<file path="config.mk">
export PLATFORM = sky130hd
export DESIGN_NAME = sdcpi_top
export DESIGN_NICKNAME = d
export VERILOG_FILES = /design/src/hdl/sdcpi_pkg.sv /design/src/hdl/sdcpi_cmd_decode.sv /design/src/hdl/sdcpi_top.sv
export SDC_FILE = /design/constraint.sdc
export NUM_CORES = 1
export LEC_CHECK = 0
export BUFFER_PORTS_ARGS = -buffer_cell sky130_fd_sc_hd__buf_2
export CAP_MARGIN = 30
export CORE_MARGIN = 2
export CORE_UTILIZATION = 35
export CTS_CLUSTER_DIAMETER = 50
export DETAILED_ROUTE_END_ITERATION = 8
export PLACE_DENSITY = 0.74
export SLEW_MARGIN = 15
export SYNTH_ARGS = -nofsm -noshare
export SYNTH_HDL_FRONTEND = slang
export SYNTH_SLANG_ARGS = --single-unit
export TNS_END_PERCENT = 30
</file>
<file path="constraint.sdc">
create_clock -name i_clk_sys -period 1.32 [get_ports i_clk_sys]
set_input_delay 0.264 -clock i_clk_sys [delete_from_list [all_inputs] [get_ports i_clk_sys]]
set_output_delay 0.264 -clock i_clk_sys [all_outputs]
set_load 0.01 [all_outputs]
</file>
<file path="src/hdl/sdcpi_pkg.sv">
/*
  Package for the SDRAM command pin interface: command codes, address
  window decode constants and the pin bundle carried to the top module.
  Assumes a single 250 MHz system clock domain.
*/
package sdcpi_pkg;

  // ***********************************************************
  // Address decode
  // ***********************************************************
  localparam logic [1:0] SDCPI_SPACE_SDRAM = 2'h1;
  localparam int SDCPI_SPACE_HI = 31;
  localparam int SDCPI_SPACE_LO = 30;
  localparam int SDCPI_BANK_HI = 29;
  localparam int SDCPI_BANK_LO = 28;
  localparam int SDCPI_RSVD_BIT = 27;
  localparam int SDCPI_A10_BIT = 10;

  // ***********************************************************
  // Command codes, {row, column, write} strobes, active low
  // ***********************************************************
  localparam logic [2:0] SDCPI_CMD_NOP = 3'h7;
  localparam logic [2:0] SDCPI_CMD_ACT = 3'h3;
  localparam logic [2:0] SDCPI_CMD_READ = 3'h5;
  localparam logic [2:0] SDCPI_CMD_WRITE = 3'h4;
  localparam logic [2:0] SDCPI_CMD_PRE = 3'h2;
  localparam logic [2:0] SDCPI_CMD_REF = 3'h1;
  localparam logic [2:0] SDCPI_CMD_MRS = 3'h0;

  // ***********************************************************
  // Reset values of the pins
  // ***********************************************************
  localparam logic [3:0] SDCPI_BANK_IDLE = 4'hf;
  localparam logic [3:0] SDCPI_OE_OFF = 4'hf;
  localparam logic SDCPI_CKE_RST = 1'h1;

  typedef enum {
    SDCPI_OP_NOP,
    SDCPI_OP_ACT,
    SDCPI_OP_READ,
    SDCPI_OP_WRITE,
    SDCPI_OP_PRE,
    SDCPI_OP_REF,
    SDCPI_OP_MRS,
    SDCPI_OP_SREF
  } sdcpi_op_t;

  // Command request from the controller core.
  typedef struct packed {
    logic [2:0] op;
    logic [31:0] addr;
    logic single_word;
  } sdcpi_req_t;

  // Registered pin values, active low strobes.
  typedef struct packed {
    logic [3:0] bank_select_n;
    logic row_strobe_n;
    logic col_strobe_n;
    logic sdram_write_strobe_n;
    logic low_word_data_mask;
    logic high_word_data_mask;
    logic dedicated_addr_bit10;
  } sdcpi_pins_t;

endpackage

</file>
<file path="src/hdl/sdcpi_cmd_decode.sv">
/*
  Combinational command encoder: maps an operation and address to the
  strobe, select and mask levels of one SDRAM command cycle.
  Assumes the caller registers the result before it reaches the pins.
*/
`timescale 1ns/100ps
`default_nettype none
module sdcpi_cmd_decode
  import sdcpi_pkg::*;
(
  input wire sdcpi_req_t i_req,
  input wire logic i_bus32,
  output sdcpi_pins_t o_pins
);

  // ***********************************************************
  // Decode
  // ***********************************************************
  logic in_space;
  logic [2:0] code;
  logic is_write;
  logic is_col;

  // Reserved sub-spaces inside the SDRAM window select a bank only for refresh.
  assign in_space = (i_req.addr[SDCPI_SPACE_HI:SDCPI_SPACE_LO] == SDCPI_SPACE_SDRAM)
                    && !i_req.addr[SDCPI_RSVD_BIT];
  assign is_write = (i_req.op == 3'(SDCPI_OP_WRITE));
  assign is_col = (code == SDCPI_CMD_READ) || (code == SDCPI_CMD_WRITE);

  // Standard single data rate truth table.
  always_comb begin
    unique case (i_req.op)
      3'(SDCPI_OP_ACT): code = SDCPI_CMD_ACT;
      3'(SDCPI_OP_READ): code = SDCPI_CMD_READ;
      3'(SDCPI_OP_WRITE): code = SDCPI_CMD_WRITE;
      3'(SDCPI_OP_PRE): code = SDCPI_CMD_PRE;
      3'(SDCPI_OP_REF): code = SDCPI_CMD_REF;
      3'(SDCPI_OP_SREF): code = SDCPI_CMD_REF;
      3'(SDCPI_OP_MRS): code = SDCPI_CMD_MRS;
      default: code = SDCPI_CMD_NOP;
    endcase
  end

  // Refresh needs no address, so it is sent even outside the window.
  always_comb begin
    o_pins.bank_select_n = SDCPI_BANK_IDLE;
    if ((in_space && code != SDCPI_CMD_NOP) || code == SDCPI_CMD_REF) begin
      o_pins.bank_select_n[i_req.addr[SDCPI_BANK_HI:SDCPI_BANK_LO]] = 1'b0;
    end
    o_pins.row_strobe_n = code[2];
    o_pins.col_strobe_n = code[1];
    o_pins.sdram_write_strobe_n = code[0];
    // Masks only carry meaning with the column strobe; reads keep them low.
    o_pins.low_word_data_mask = is_col && is_write && !i_bus32 && i_req.addr[0];
    o_pins.high_word_data_mask = is_col && is_write
                                 && (i_bus32 || (i_req.single_word && !i_req.addr[0]));
    o_pins.dedicated_addr_bit10 = i_req.addr[SDCPI_A10_BIT];
    if (!in_space && code != SDCPI_CMD_REF) begin
      o_pins.row_strobe_n = 1'b1;
      o_pins.col_strobe_n = 1'b1;
      o_pins.sdram_write_strobe_n = 1'b1;
      // A refused write must not leave a mask up without its column strobe.
      o_pins.low_word_data_mask = 1'b0;
      o_pins.high_word_data_mask = 1'b0;
    end
  end

endmodule
`default_nettype wire

</file>
<file path="src/hdl/sdcpi_top.sv">
/*
  SDRAM command pin interface top: registers each command onto the pins,
  drives them only while this device owns the bus, and parks the SDRAM in
  self-refresh with its pins released before a host takes the bus.
  Assumes inputs synchronous to i_clk_sys and an external arbiter.
*/
`timescale 1ns/100ps
`default_nettype none
module sdcpi_top
  import sdcpi_pkg::*;
(
  input wire logic i_clk_sys,
  input wire logic i_rst,
  input wire sdcpi_req_t i_req,
  input wire logic i_req_valid,
  input wire logic i_bus_owner,
  input wire logic i_bus32,
  input wire logic i_suspend,
  input wire logic i_host_bus_request,
  input wire logic i_sdram_clk_enable,
  output sdcpi_pins_t o_pins,
  output logic [3:0] o_bank_oe_n,
  output logic o_ctrl_oe_n,
  output logic o_sdram_clk_enable,
  output logic o_sdram_clk_enable_oe_n,
  output logic o_host_bus_grant,
  output logic o_self_refresh,
  output logic o_req_ready
);

  // ***********************************************************
  // Host handover sequencer
  // ***********************************************************
  typedef enum {
    SDCPI_ST_RUN,
    SDCPI_ST_SREF,
    SDCPI_ST_PARK,
    SDCPI_ST_GRANT
  } sdcpi_state_t;

  sdcpi_state_t state;
  sdcpi_state_t next_state;
  sdcpi_req_t core_req;
  sdcpi_pins_t next_pins;
  logic drive;
  logic unused_cke_in;

  // Clock enable is two-way only for slaves watching it; not needed here.
  assign unused_cke_in = i_sdram_clk_enable;

  // The sequencer injects the self-refresh entry command itself.
  always_comb begin
    core_req = i_req;
    if (state == SDCPI_ST_SREF) begin
      core_req.op = 3'(SDCPI_OP_SREF);
    end else if (!i_req_valid || state != SDCPI_ST_RUN || !i_bus_owner) begin
      core_req.op = 3'(SDCPI_OP_NOP);
    end
  end

  sdcpi_cmd_decode u_decode (
    .i_req(core_req),
    .i_bus32(i_bus32),
    .o_pins(next_pins)
  );

  // A host request first puts the SDRAM to sleep, then releases the pins.
  always_comb begin
    next_state = state;
    unique case (state)
      SDCPI_ST_RUN: if (i_host_bus_request && i_bus_owner) next_state = SDCPI_ST_SREF;
      SDCPI_ST_SREF: next_state = SDCPI_ST_PARK;
      SDCPI_ST_PARK: next_state = SDCPI_ST_GRANT;
      SDCPI_ST_GRANT: if (!i_host_bus_request) next_state = SDCPI_ST_RUN;
    endcase
  end

  always_ff @(posedge i_clk_sys or posedge i_rst) begin
    if (i_rst) begin
      state <= SDCPI_ST_RUN;
    end else begin
      state <= next_state;
    end
  end

  // ***********************************************************
  // Registered pins and enables
  // ***********************************************************
  // Pins are driven only while owning the bus and not handed to the host.
  assign drive = i_bus_owner && (state == SDCPI_ST_RUN || state == SDCPI_ST_SREF);

  always_ff @(posedge i_clk_sys or posedge i_rst) begin
    if (i_rst) begin
      o_pins.bank_select_n <= SDCPI_BANK_IDLE;
      o_pins.row_strobe_n <= 1'b1;
      o_pins.col_strobe_n <= 1'b1;
      o_pins.sdram_write_strobe_n <= 1'b1;
      o_pins.low_word_data_mask <= 1'b0;
      o_pins.high_word_data_mask <= 1'b0;
      o_pins.dedicated_addr_bit10 <= 1'b0;
      o_bank_oe_n <= SDCPI_OE_OFF;
      o_ctrl_oe_n <= 1'b1;
    end else begin
      o_pins <= next_pins;
      o_bank_oe_n <= drive ? 4'h0 : SDCPI_OE_OFF;
      o_ctrl_oe_n <= !drive;
    end
  end

  // Self-refresh holds the clock enable low until the host hands back.
  always_ff @(posedge i_clk_sys or posedge i_rst) begin
    if (i_rst) begin
      o_self_refresh <= 1'b0;
      o_sdram_clk_enable <= SDCPI_CKE_RST;
      o_sdram_clk_enable_oe_n <= 1'b1;
      o_host_bus_grant <= 1'b0;
      o_req_ready <= 1'b0;
    end else begin
      if (state == SDCPI_ST_SREF) begin
        o_self_refresh <= 1'b1;
      end else if (state == SDCPI_ST_GRANT && !i_host_bus_request) begin
        o_self_refresh <= 1'b0;
      end
      o_sdram_clk_enable <= !(state == SDCPI_ST_SREF || o_self_refresh || i_suspend);
      o_sdram_clk_enable_oe_n <= !(i_bus_owner && state != SDCPI_ST_GRANT);
      o_host_bus_grant <= (state == SDCPI_ST_GRANT) && i_host_bus_request;
      o_req_ready <= i_bus_owner && state == SDCPI_ST_RUN && !i_host_bus_request;
    end
  end
endmodule
`default_nettype wire

</file>
==> results of run 1 <==
==> power by group <==
group          internal [uW]  leakage [uW]  switching, uW  total [uW]
Sequential               729      0.000204           95.2         824
Combinational            551      0.000358            463        1010
Clock                    168     0.0000210            173         342
Total                   1450      0.000583            732        2180
==> sequential cells by signal, indices dropped and copies added (netlist names) <==
signal,cells
o_pins,10
state,2
o_bank_oe_n,1
o_host_bus_grant,1
o_req_ready,1
o_sdram_clk_enable,1
o_sdram_clk_enable_oe_n,1
o_self_refresh,1
==> worst register-to-register path, cell delays in order (launching register included) <==
cell,delay (ns)
dfrtp_2,0.47
ha_4,0.18
and2_4,0.13
a21oi_2,0.14
mux2_4,0.31
==> cells in the final DEF, fill, tap and decap left out, types with 2 or more instances in the layout <==
| cell | netlist | routed |
|---|---|---|
| nand3_1 | 2 | 2 |
| ha_4 | 0 | 3 |
| nand4_1 | 2 | 2 |
| dfrtp_1 | 8 | 6 |
| dfstp_2 | 10 | 10 |
| ha_1 | 5 | 2 |
| nor2_1 | 7 | 7 |
| mux2i_1 | 2 | 2 |
| nand2_1 | 4 | 4 |
| clkbuf_4 | 0 | 3 |
| a21oi_1 | 4 | 3 |
| nand4b_1 | 2 | 2 |
| inv_1 | 6 | 4 |
| buf_4 | 5 | 9 |
| nor3_1 | 2 | 2 |
| buf_2 | 0 | 37 |
| nand2b_1 | 2 | 2 |
| dfrtp_2 | 0 | 2 |
| o21ai_0 | 2 | 2 |
==> layer usage <==
| metal | up-vias | wire (um) |
|---|---|---|
| met3 | 5 | 134 |
| met2 | 27 | 866 |
| met5 | - | 0 |
| met4 | 0 | 40 |
| li1 | 346 | - |
| met1 | 327 | 685 |
==> final timing paths <==
| kind | startpoint | end | slack [ns] | cells after the start |
|---|---|---|---|---|
| max in group asynchronous | i_rst | o_pins[3] | 0.56 | 4 |
| max | state[0] | state[1] | -0.02 | 4 |
| min in group asynchronous | i_rst | o_pins[0] | 0.50 | 4 |
| min | i_req[11] | o_pins[0] | 0.07 | 1 |
| min reg2reg | o_self_refresh | o_sdram_clk_enable | 0.42 | 1 |
| max reg2reg | state[0] | state[1] | -0.02 | 4 |
==> cell type report <==
| cell class | instances | area share, % |
|---|---|---|
| Sequential cell | 18 | 38.2 |
| Multi-Input combinational cell | 46 | 32.3 |
| Timing Repair Buffer | 47 | 21.6 |
| Clock buffer | 4 | 2.98 |
| Tap cell | 28 | 2.87 |
| Inverter | 6 | 2.05 |
==> repair_timing <==
| action | CTS | global route |
|---|---|---|
| pin swaps | 0 | 4 |
| gates resized for setup | 5 | 8 |
| buffers inserted | 1 | 1 |
| hold buffers | 1 | 0 |
| setup endpoints to repair | 7 | 8 |
| hold endpoints to repair | 8 | 0 |
==> cells by family (layout without fill, tap and decap cells) <==
logic type	after synthesis	count (layout)	synth area share, %
and+or+nand+nor	28	28	19.1
DFF	18	18	53.9
buffers and inverters	11	57	7.00
AOI/OAI and AO/OA	10	10	9.04
adders and majority gates	5	5	7.29
muxes	3	3	3.64
==> Yosys cell counts, drive strengths merged (2+ instances only) <==
library cell | count | area (um2)
a21oi | 4 | 20.0
buf | 5 | 37.5
dfrtp | 8 | 200
dfstp | 10 | 263
ha | 5 | 62.6
inv | 6 | 22.5
mux2i | 2 | 20.0
nand2 | 4 | 15.0
nand2b | 2 | 12.5
nand3 | 2 | 10.0
nand4 | 2 | 12.5
nand4b | 2 | 17.5
nor2 | 7 | 26.3
nor3 | 2 | 10.0
o21ai | 3 | 18.8
==> per-stage QoR <==
step	util [%]	instances
after global routing	53.5	149
after detailed placement	48.3	142
after floorplan	-	75
final	53.5	149
after global placement	48.3	142
after CTS	51.9	148
==> out/qor.csv, run 1 <==
metric,value,unit
fin_crit,1.34,ns
antenna_found_initial,0,
skew,0.00229,ns
critPathArrivalTime,1.53,ns
final.setup.tns,-0.0198,ns
netlist_instances,75,
hold_viol,0,
syn_area,858,um2
relSlewSlack,82.3,%
seq_area,465,um2
synthArstFlopShare,100,%
root_buffer,clkbuf_4,
die_y,53.5,um
status,"finished, violations left",
setup_ws,-0.0198,ns
cp.required,1.51,ns
synth_ff_type,dfstp_2,
fmax,746,MHz
io_pins,64,
dieArea,2860,um2
synthDistinctLibCells,27,
dpl_cell_area,1100,um2
met3_usage,3.11,%
grt_max_degree,19,
critPathLaunchType,flop,
grt_busiest_layer,met2,
wl,1730,um
cts_max_level,1,
end_kind,flop,
grt_overflow,0,
clk_pin_slew,0.10,ns
drtIter0Drc,14,
rsz0062_at_grt,true,
ant_nets,0,
gr-usage-all-layers,13.3,%
stdcell_area,1220,um2
critical-path-max-stage-delay,0.47,ns
grt_util_met2,22.0,%
fp.coreArea,2280,um2
synth_nets,124,
use_met1,15.6,%
row_count,17,
drive_gt1_share,62.0,%
clkSinkCount,18,
max_cap_viol_count,0,
cts_made_buffers,3,
max_slew.worst_pin.slew,0.265,ns
syn_avg_cell_area,11.4,um2
dr.pass1.iters,4,
grt_pass1_vias,628,
synth_seq_area_share,53.9,%
place_ws,-0.0711,ns
crit_buf_inv,0,
grt_first_pass_wirelength,2650,um
setup_viol,1,
clkLatencyLatePin,0.30,ns
cts_tree,done,
cp_slowest_cell,dfrtp_2,
ir_drop,0.931,mV
antenna_cells,0,
gp_congestion,0.685,
hp-class,input port to flop,
dieWidth,53.5,um
io_buffers,37,
final_max_slew_viol_count,0,
critical_path.max_fanout,3,
synth_edf_count,0,
ys_seq_elements,18,
power,2180,uW
post-route-period-util,101,%
start_util,37.7,%
power.density,1790,nW/um2
crit_type,flop to flop,
syn2layout_area_growth,42.0,%
drcViolationCount,0,
vias,705,
viasPerCell,4.73,
yosysWarnings,0,
violations,setup timing,
route.detailed.wl_per_inst,11.6,um
multi_input_area,394,um2
cpLargestDelayFamily,flip-flops,
dp.final_hpwl,1330,um
nets,171,
hold_ws,0.0680,ns
crit_chain,ha_4 -> and2_4 -> a21oi_2 -> mux2_4,
p_leak,0.000583,uW
cts_max_path_buffers,2,
fillers,199,
Note: power is estimated with default switching activity, not from simulation.
==> run 2, diff against run 1 <==
--- a/config.mk
+++ b/config.mk
@@ -15,5 +15,6 @@
 export SLEW_MARGIN = 15
 export SYNTH_ARGS = -nofsm -noshare
 export SYNTH_HDL_FRONTEND = slang
+export SYNTH_HIERARCHICAL = 1
 export SYNTH_SLANG_ARGS = --single-unit
 export TNS_END_PERCENT = 30
==> run 2 against run 1 <==
  * The run still ends with setup timing left
  * Setup slack got worse by 0.20 ns
  * Count of clock-buffer cells in the layout unchanged
  * Combinational power increased by 21%
  * Register-to-register slack got worse by 0.20 ns
  * Non-clock buffer count increased by 3
  * Fmax decreased by 13%
  * Sequential share of layout area decreased by 0.28 points
  * Sequential power decreased by 4.9%
  * Critical path depth increased by 2
  * Critical path type unchanged
  * Largest power group unchanged
  * Highest routed layer unchanged
==> out/qor.csv, run 2 <==
metric,value,unit,change
setup_viol,11,,+10
max_slew.worst_pin.slew,0.509,ns,+0.244 ns
fillers,202,,+1.5%
synth.most_common_cell,dfstp_2,,
relSlewSlack,66.1,%,-16 points
switching_share,34.2,%,+0.64 points
io_pins,64,,unchanged
route.detailed.wl_per_inst,13.0,um,+13%
power.density,1910,nW/um2,+7.0%
synth.area.top_cells,"dfstp_2 (31%), dfrtp_1 (24%), ha_1 (5.9%)",,
dp.final_hpwl,1480,um,+12%
fin_crit,1.54,ns,+0.203 ns
critPathArrivalTime,1.76,ns,+0.23 ns
hold_ws,0.0871,ns,+0.0191 ns
clkLatencyLatePin,0.29,ns,about the same
dr.pass1.iters,4,,unchanged
die_y,53.2,um,-0.67%
crit_chain,inv_2 -> ha_4 -> and3_4 -> a21o_1 -> or3_4 -> o2111ai_2,,
yosysWarnings,6,,+6
end_kind,flop,,
drcViolationCount,0,,unchanged
violations,setup timing,,
vias,684,,-3.0%
worstSetupEndpoint,o_pins[9],,
reg_top3,"o_pins x10, state x2",,
synth_nets,114,,-8.1%
cts_max_level,1,,unchanged
critical_path.max_fanout,5,,+2
status,"finished, violations left",,
fp.coreArea,2250,um2,-0.93%
hp-class,input port to flop,,
syn_avg_cell_area,12.8,um2,+12%
dieWidth,53.2,um,-0.67%
cp_slowest_cell,or3_4,,
largest_register_ffs,10,,unchanged
syn_area,846,um2,-1.5%
clkSinkCount,18,,unchanged
critPathLaunchType,flop,,
ant_nets,0,,unchanged
clk_pin_slew,0.11,ns,about the same
dpl_cell_area,1120,um2,+2.3%
max_cap_viol_count,0,,unchanged
p_int,1540,uW,+6.2%
cp-startpoint,state[0],,
synthArstFlopShare,100,%,unchanged
final_max_slew_viol_count,0,,unchanged
grt_overflow,0,,unchanged
drive_gt1_share,72.8,%,+11 points
seq_area,463,um2,-0.54%
cp.required,1.54,ns,+0.03 ns
grt_max_degree,11,,-8
power_switching,799,uW,+9.3%
fmax,648,MHz,-13%
synth_seq_area_share,54.7,%,+0.80 points
cts_tree,done,,
hold_viol,0,,unchanged
syn2layout_area_growth,44.4,%,
mostFrequentLayoutCells,"buf_2 (37), buf_4 (11), dfstp_2 (10)",,
p_leak,0.000611,uW,+4.7%
p_comb_share,52.1,%,+5.6 points
pwr-share-seq,33.5,%,-4.3 points
largest_register,o_pins,,
netlist_instances,66,,-12%
post-route-period-util,117,%,+15 points
wl,1850,um,+7.2%
synth_largest_area_cell,dfstp_2,,
grt_first_pass_wirelength,2890,um,+9.1%
start_util,37.5,%,-0.20 points
power,2340,uW,+7.2%
synth_ff_type,dfstp_2,,
io_buffers,37,,unchanged
skew,0.00456,ns,+0.00228 ns
r2r_cells,6,,+2
layout_commonest_cell,buf_2,,
synth_edf_count,0,,unchanged
synth_top_cells_by_count,"dfstp_2 (10), dfrtp_1 (8), inv_1 (6), buf_4 (5)",,
place_ws,-0.246,ns,-0.174 ns
multi_input_area,375,um2,-4.8%
gp_congestion,0.751,,+9.7%
setup_ws,-0.223,ns,-0.203 ns
drtIter0Drc,8,,-6
r2r_slack,-0.22,ns,-0.20 ns
gr-usage-all-layers,14.7,%,+1.4 points
root_buffer,clkbuf_4,,
synth_top_area_share,31.1,%,+0.45 points
cts_max_path_buffers,2,,unchanged
row_count,17,,unchanged
dieArea,2830,um2,-1.3%
antenna_found_initial,0,,unchanged
stdcell_area,1220,um2,+0.21%
synthDistinctLibCells,29,,+7.4%
grt_pass1_vias,709,,+13%
r2r-end,o_pins[9],,
antenna_cells,0,,unchanged
crit-reg2reg-launch,state[0],,
rsz0062_at_grt,true,,
power.clock.fraction,14.4,%,-1.3 points
ys_seq_elements,18,,unchanged
crit_type,flop to flop,,
cts_made_buffers,3,,unchanged
critical-path-max-stage-delay,0.42,ns,-0.05 ns
ir_drop,0.794,mV,-15%
viasPerCell,4.82,,+1.8%
nets,163,,-4.7%
-- run 2: metrics by stage --
step	setup TNS (ns)	utilization (%)	instances
after detailed placement	-1.84	49.9	135
after global placement	-1.51	49.9	135
final	-1.77	54.2	142
after floorplan	-1.46	-	66
after CTS	-1.80	53.7	141
after global routing	-2.33	54.2	142
-- run 2: logic make-up after synthesis --
logic type / Yosys count / share of synthesized area (%)
AOI/OAI and AO/OA: 15 / 14.1
adders and majority gates: 4 / 5.92
buffers and inverters: 12 / 8.43
DFF: 18 / 54.7
muxes: 1 / 1.77
and+or+nand+nor: 16 / 15.1
-- run 2: area by class of cell --
cell class	instances	share of cell area (%)
repair buffers	50	23.7
well taps	28	2.87
multi-input cells	36	30.7
clock buffers	4	2.97
inverters	6	1.84
flip-flops and latches	18	37.9
-- run 2: worst min-delay path by stage --
stage,startpoint,endpoint,slack (ns),cells past startpoint
finish,i_req[11],o_pins[0],0.09,1
global route,i_req[11],o_pins[0],0.05,1
detailed placement,i_rst,o_pins[0],0.27,3
global placement,i_rst,o_pins[0],0.26,3
floorplan,i_rst,o_host_bus_grant,0.20,1
CTS,i_req[11],o_pins[0],0.07,1
-- run 2: critical path: cells and delay by family (launching register included) --
kind	cells	cell delay, ns
fa+ha+maj	1	0.15
compound gates	2	0.28
buf+inv	1	0.07
flops	1	0.40
simple gates	2	0.57
-- run 2: power groups by stage --
stage                     clock (uW)  combinational (uW)  sequential (uW)
after detailed placement           0                1070              791
after CTS                        349                1170              786
after global placement             0                1010              781
after floorplan                    0                 647              850
after global routing             394                1330              799
final                            336                1220              784
-- run 2: what timing repair did --
item                                   in CTS  in global routing
setup endpoints to repair                  11                 14
endpoints found under the hold margin       8                  0
buffers inserted                            1                  1
resized for setup                           8                  1
hold buffers                                1                  0
pin swaps                                   9                  3
-- run 2: layer usage --
metal	global-route usage (%)	share of wire, %	vias up
li1	-	-	327
met5	0	0	-
met4	10.7	1.9	0
met2	25.8	55	28
met1	15.0	36	325
met3	3.67	6.7	4
==> run 3, diff against run 2 <==
--- a/config.mk
+++ b/config.mk
@@ -5,12 +5,14 @@
 export SDC_FILE = /design/constraint.sdc
 export NUM_CORES = 1
 export LEC_CHECK = 0
+export ABC_AREA = 1
 export BUFFER_PORTS_ARGS = -buffer_cell sky130_fd_sc_hd__buf_2
 export CAP_MARGIN = 30
 export CORE_MARGIN = 2
 export CORE_UTILIZATION = 35
 export CTS_CLUSTER_DIAMETER = 50
 export DETAILED_ROUTE_END_ITERATION = 8
+export MAX_ROUTING_LAYER = met4
 export PLACE_DENSITY = 0.74
 export SLEW_MARGIN = 15
 export SYNTH_ARGS = -nofsm -noshare
==> run 3 against run 2 <==
  * The flow still finishes with violations (setup timing)
  * Worst hold slack improved by 0.0021 ns
  * Power decreased by 4.6%
  * Area after synthesis increased by 1.6%
  * Utilization decreased by 1.8 points
  * Die area increased by 1.5%
  * Sequential power decreased by 0.9%
  * Count of clock-buffer cells in the layout unchanged
  * Final cell count increased by 18%
  * Cell area decreased by 2.5%
  * Critical endpoint is now o_pins[6]
  * Highest routed layer unchanged
==> out/qor.csv, run 3 <==
metric,value,unit,change
status,"finished, violations left",,
violations,setup timing,,
synthDistinctLibCells,16,,-45%
synth_seq_area_share,53.9,%,-0.88 points
io_buffers,37,,unchanged
ir_drop,0.916,mV,+15%
hold_viol,0,,unchanged
hp-start,i_req[11],,
fin_crit,1.36,ns,-0.182 ns
dieArea,2870,um2,+1.5%
die_y,53.6,um,+0.74%
yosysWarnings,6,,unchanged
grt_max_degree,19,,+8
synth_ff_type,dfstp_2,,
rsz0062_at_grt,true,,
cts_tree,done,,
p_leak,0.000623,uW,+2.0%
ant_nets,0,,unchanged
cts_setup_buffers,0,,-1
netlist_instances,97,,+47%
mostFrequentLayoutCells,"buf_2 (37), inv_1 (15), nand2_1 (15)",,
clkSinkCount,18,,unchanged
setup_viol,8,,-3
synth.most_common_cell,inv_1,,
cts_max_path_buffers,2,,unchanged
row_count,17,,unchanged
final_max_slew_viol_count,0,,unchanged
gp_congestion,0.827,,+10%
crit_type,flop to flop,,
grt_first_pass_wirelength,2770,um,-4.1%
ys_seq_elements,18,,unchanged
critPathArrivalTime,1.57,ns,-0.19 ns
synth_top_area_share,30.6,%,-0.50 points
end_kind,flop,,
hp-class,input port to flop,,
post-route-period-util,103,%,-14 points
synth_nets,145,,+27%
wl,1690,um,-9.0%
drive_gt1_share,53.2,%,-20 points
max_slew.worst_pin.slew,0.215,ns,-0.294 ns
dr.pass1.iters,4,,unchanged
largest_register_ffs,10,,unchanged
fmax,735,MHz,+13%
syn2layout_area_growth,38.6,%,
synth.area.top_cells,"dfstp_2 (31%), dfrtp_1 (23%), inv_1 (8.3%)",,
relSlewSlack,85.7,%,+20 points
start_util,37.8,%,+0.25 points
synth_edf_count,0,,unchanged
critical_path.max_fanout,4,,-1
antenna_cells,0,,unchanged
drtIter0Drc,23,,+15
antenna_found_initial,0,,unchanged
cpLargestDelayFamily,flip-flops,,
stdcell_area,1190,um2,-2.5%
multi_input_area,353,um2,-6.0%
cp-startpoint,state[0],,
fp.coreArea,2280,um2,+0.94%
cts_made_buffers,3,,unchanged
max_cap_viol_count,0,,unchanged
cp.required,1.52,ns,-0.02 ns
crit-reg2reg-launch,state[0],,
synth_largest_area_cell,dfstp_2,,
clkLatencyLatePin,0.28,ns,about the same
crit_chain,inv_2 -> ha_4 -> nand3_4 -> o21ai_4 -> inv_1 -> nand3_2 -> nand3_1,,
dpl_cell_area,1090,um2,-3.1%
root_buffer,clkbuf_4,,
cp_slowest_cell,dfrtp_1,,
viasPerCell,4.34,,-10%
syn_area,860,um2,+1.6%
layout_commonest_cell,buf_2,,
synthArstFlopShare,100,%,unchanged
crit_buf_inv,2,,+1
vias,724,,+5.8%
critical-path-max-stage-delay,0.42,ns,about the same
seq_area,463,um2,unchanged
nets,188,,+15%
syn_avg_cell_area,8.86,um2,-31%
setup_ws,-0.0413,ns,+0.182 ns
drcViolationCount,0,,unchanged
dieWidth,53.6,um,+0.74%
final.setup.tns,-0.235,ns,+1.54 ns
dp.final_hpwl,1390,um,-6.0%
grt_overflow,0,,unchanged
synth_top_cells_by_count,"inv_1 (19), nand2_1 (17), nand3_1 (11), dfstp_2 (10), dfrtp_1 (8)",,
io_pins,64,,unchanged
critPathLaunchType,flop,,
fillers,210,,+4.0%
reg_top3,"o_pins x10, state x2",,
gr-usage-all-layers,14.0,%,-0.77 points
skew,0.00526,ns,+0.000695 ns
grt_pass1_vias,682,,-3.8%
route.detailed.wl_per_inst,10.1,um,-23%
clk_pin_slew,0.10,ns,about the same
final_util,52.3,%,-1.8 points
power.density,1870,nW/um2,-2.2%
cts_max_level,1,,unchanged
largest_register,o_pins,,
==> run 3: cells by family after synthesis <==
group / synth area share [%]
buffers and inverters: 12.7
flip-flops: 53.9
AO/OA/AOI/OAI: 4.66
AND/OR/NAND/NOR: 23.0
adder cells (fa/ha/maj): 5.82
==> run 3: final timing paths <==
| path | to | slack (ns) | cells after the start |
|---|---|---|---|
| min in group asynchronous | o_self_refresh | 0.52 | 4 |
| max in group asynchronous | o_pins[9] | 0.54 | 4 |
| max reg2reg | o_pins[6] | -0.04 | 7 |
| min | o_pins[0] | 0.09 | 1 |
| min reg2reg | o_sdram_clk_enable | 0.43 | 1 |
| max | o_pins[6] | -0.04 | 7 |
==> run 3: per-stage QoR <==
stage	hold slack, ns	worst slack, ns	std cells	power, uW
after floorplan	0.195	-0.00736	97	1440
after global placement	0.281	-0.0534	162	1690
after detailed placement	0.286	-0.127	162	1760
after CTS	0.0746	-0.0471	167	2220
after global routing	0.0569	-0.117	167	2430
final	0.0892	-0.0413	167	2230
==> run 3: area by class of cell <==
type                            instances  share of cell area [%]
Timing Repair Buffer                   43                    19.5
Sequential cell                        18                    38.9
Multi-Input combinational cell         55                    29.6
Clock buffer                            4                    3.05
Inverter                               19                    5.99
Tap cell                               28                    2.94
==> run 3: routing by layer <==
layer	share of wire, %	track usage [%]	vias to the layer above
li1	-	-	376
met1	39	15.3	319
met2	53	23.9	27
met3	5.8	1.94	2
met4	1.6	8.55	0
met5	0	-	-
==> run 3: timing repair <==
item / CTS / global route
gates resized for setup: 11 / 4
pin swaps: 3 / 3
setup endpoints to repair: 9 / 11
endpoints found under the hold margin: 8 / 0
hold buffers: 1 / 0
==> run 3: power breakdown <==
| part | leakage, uW | internal, uW | switching (uW) |
|---|---|---|---|
| Clock | 0.0000210 | 167 | 150 |
| Combinational | 0.000396 | 468 | 668 |
| Sequential | 0.000206 | 713 | 63.4 |
| Total | 0.000623 | 1350 | 881 |
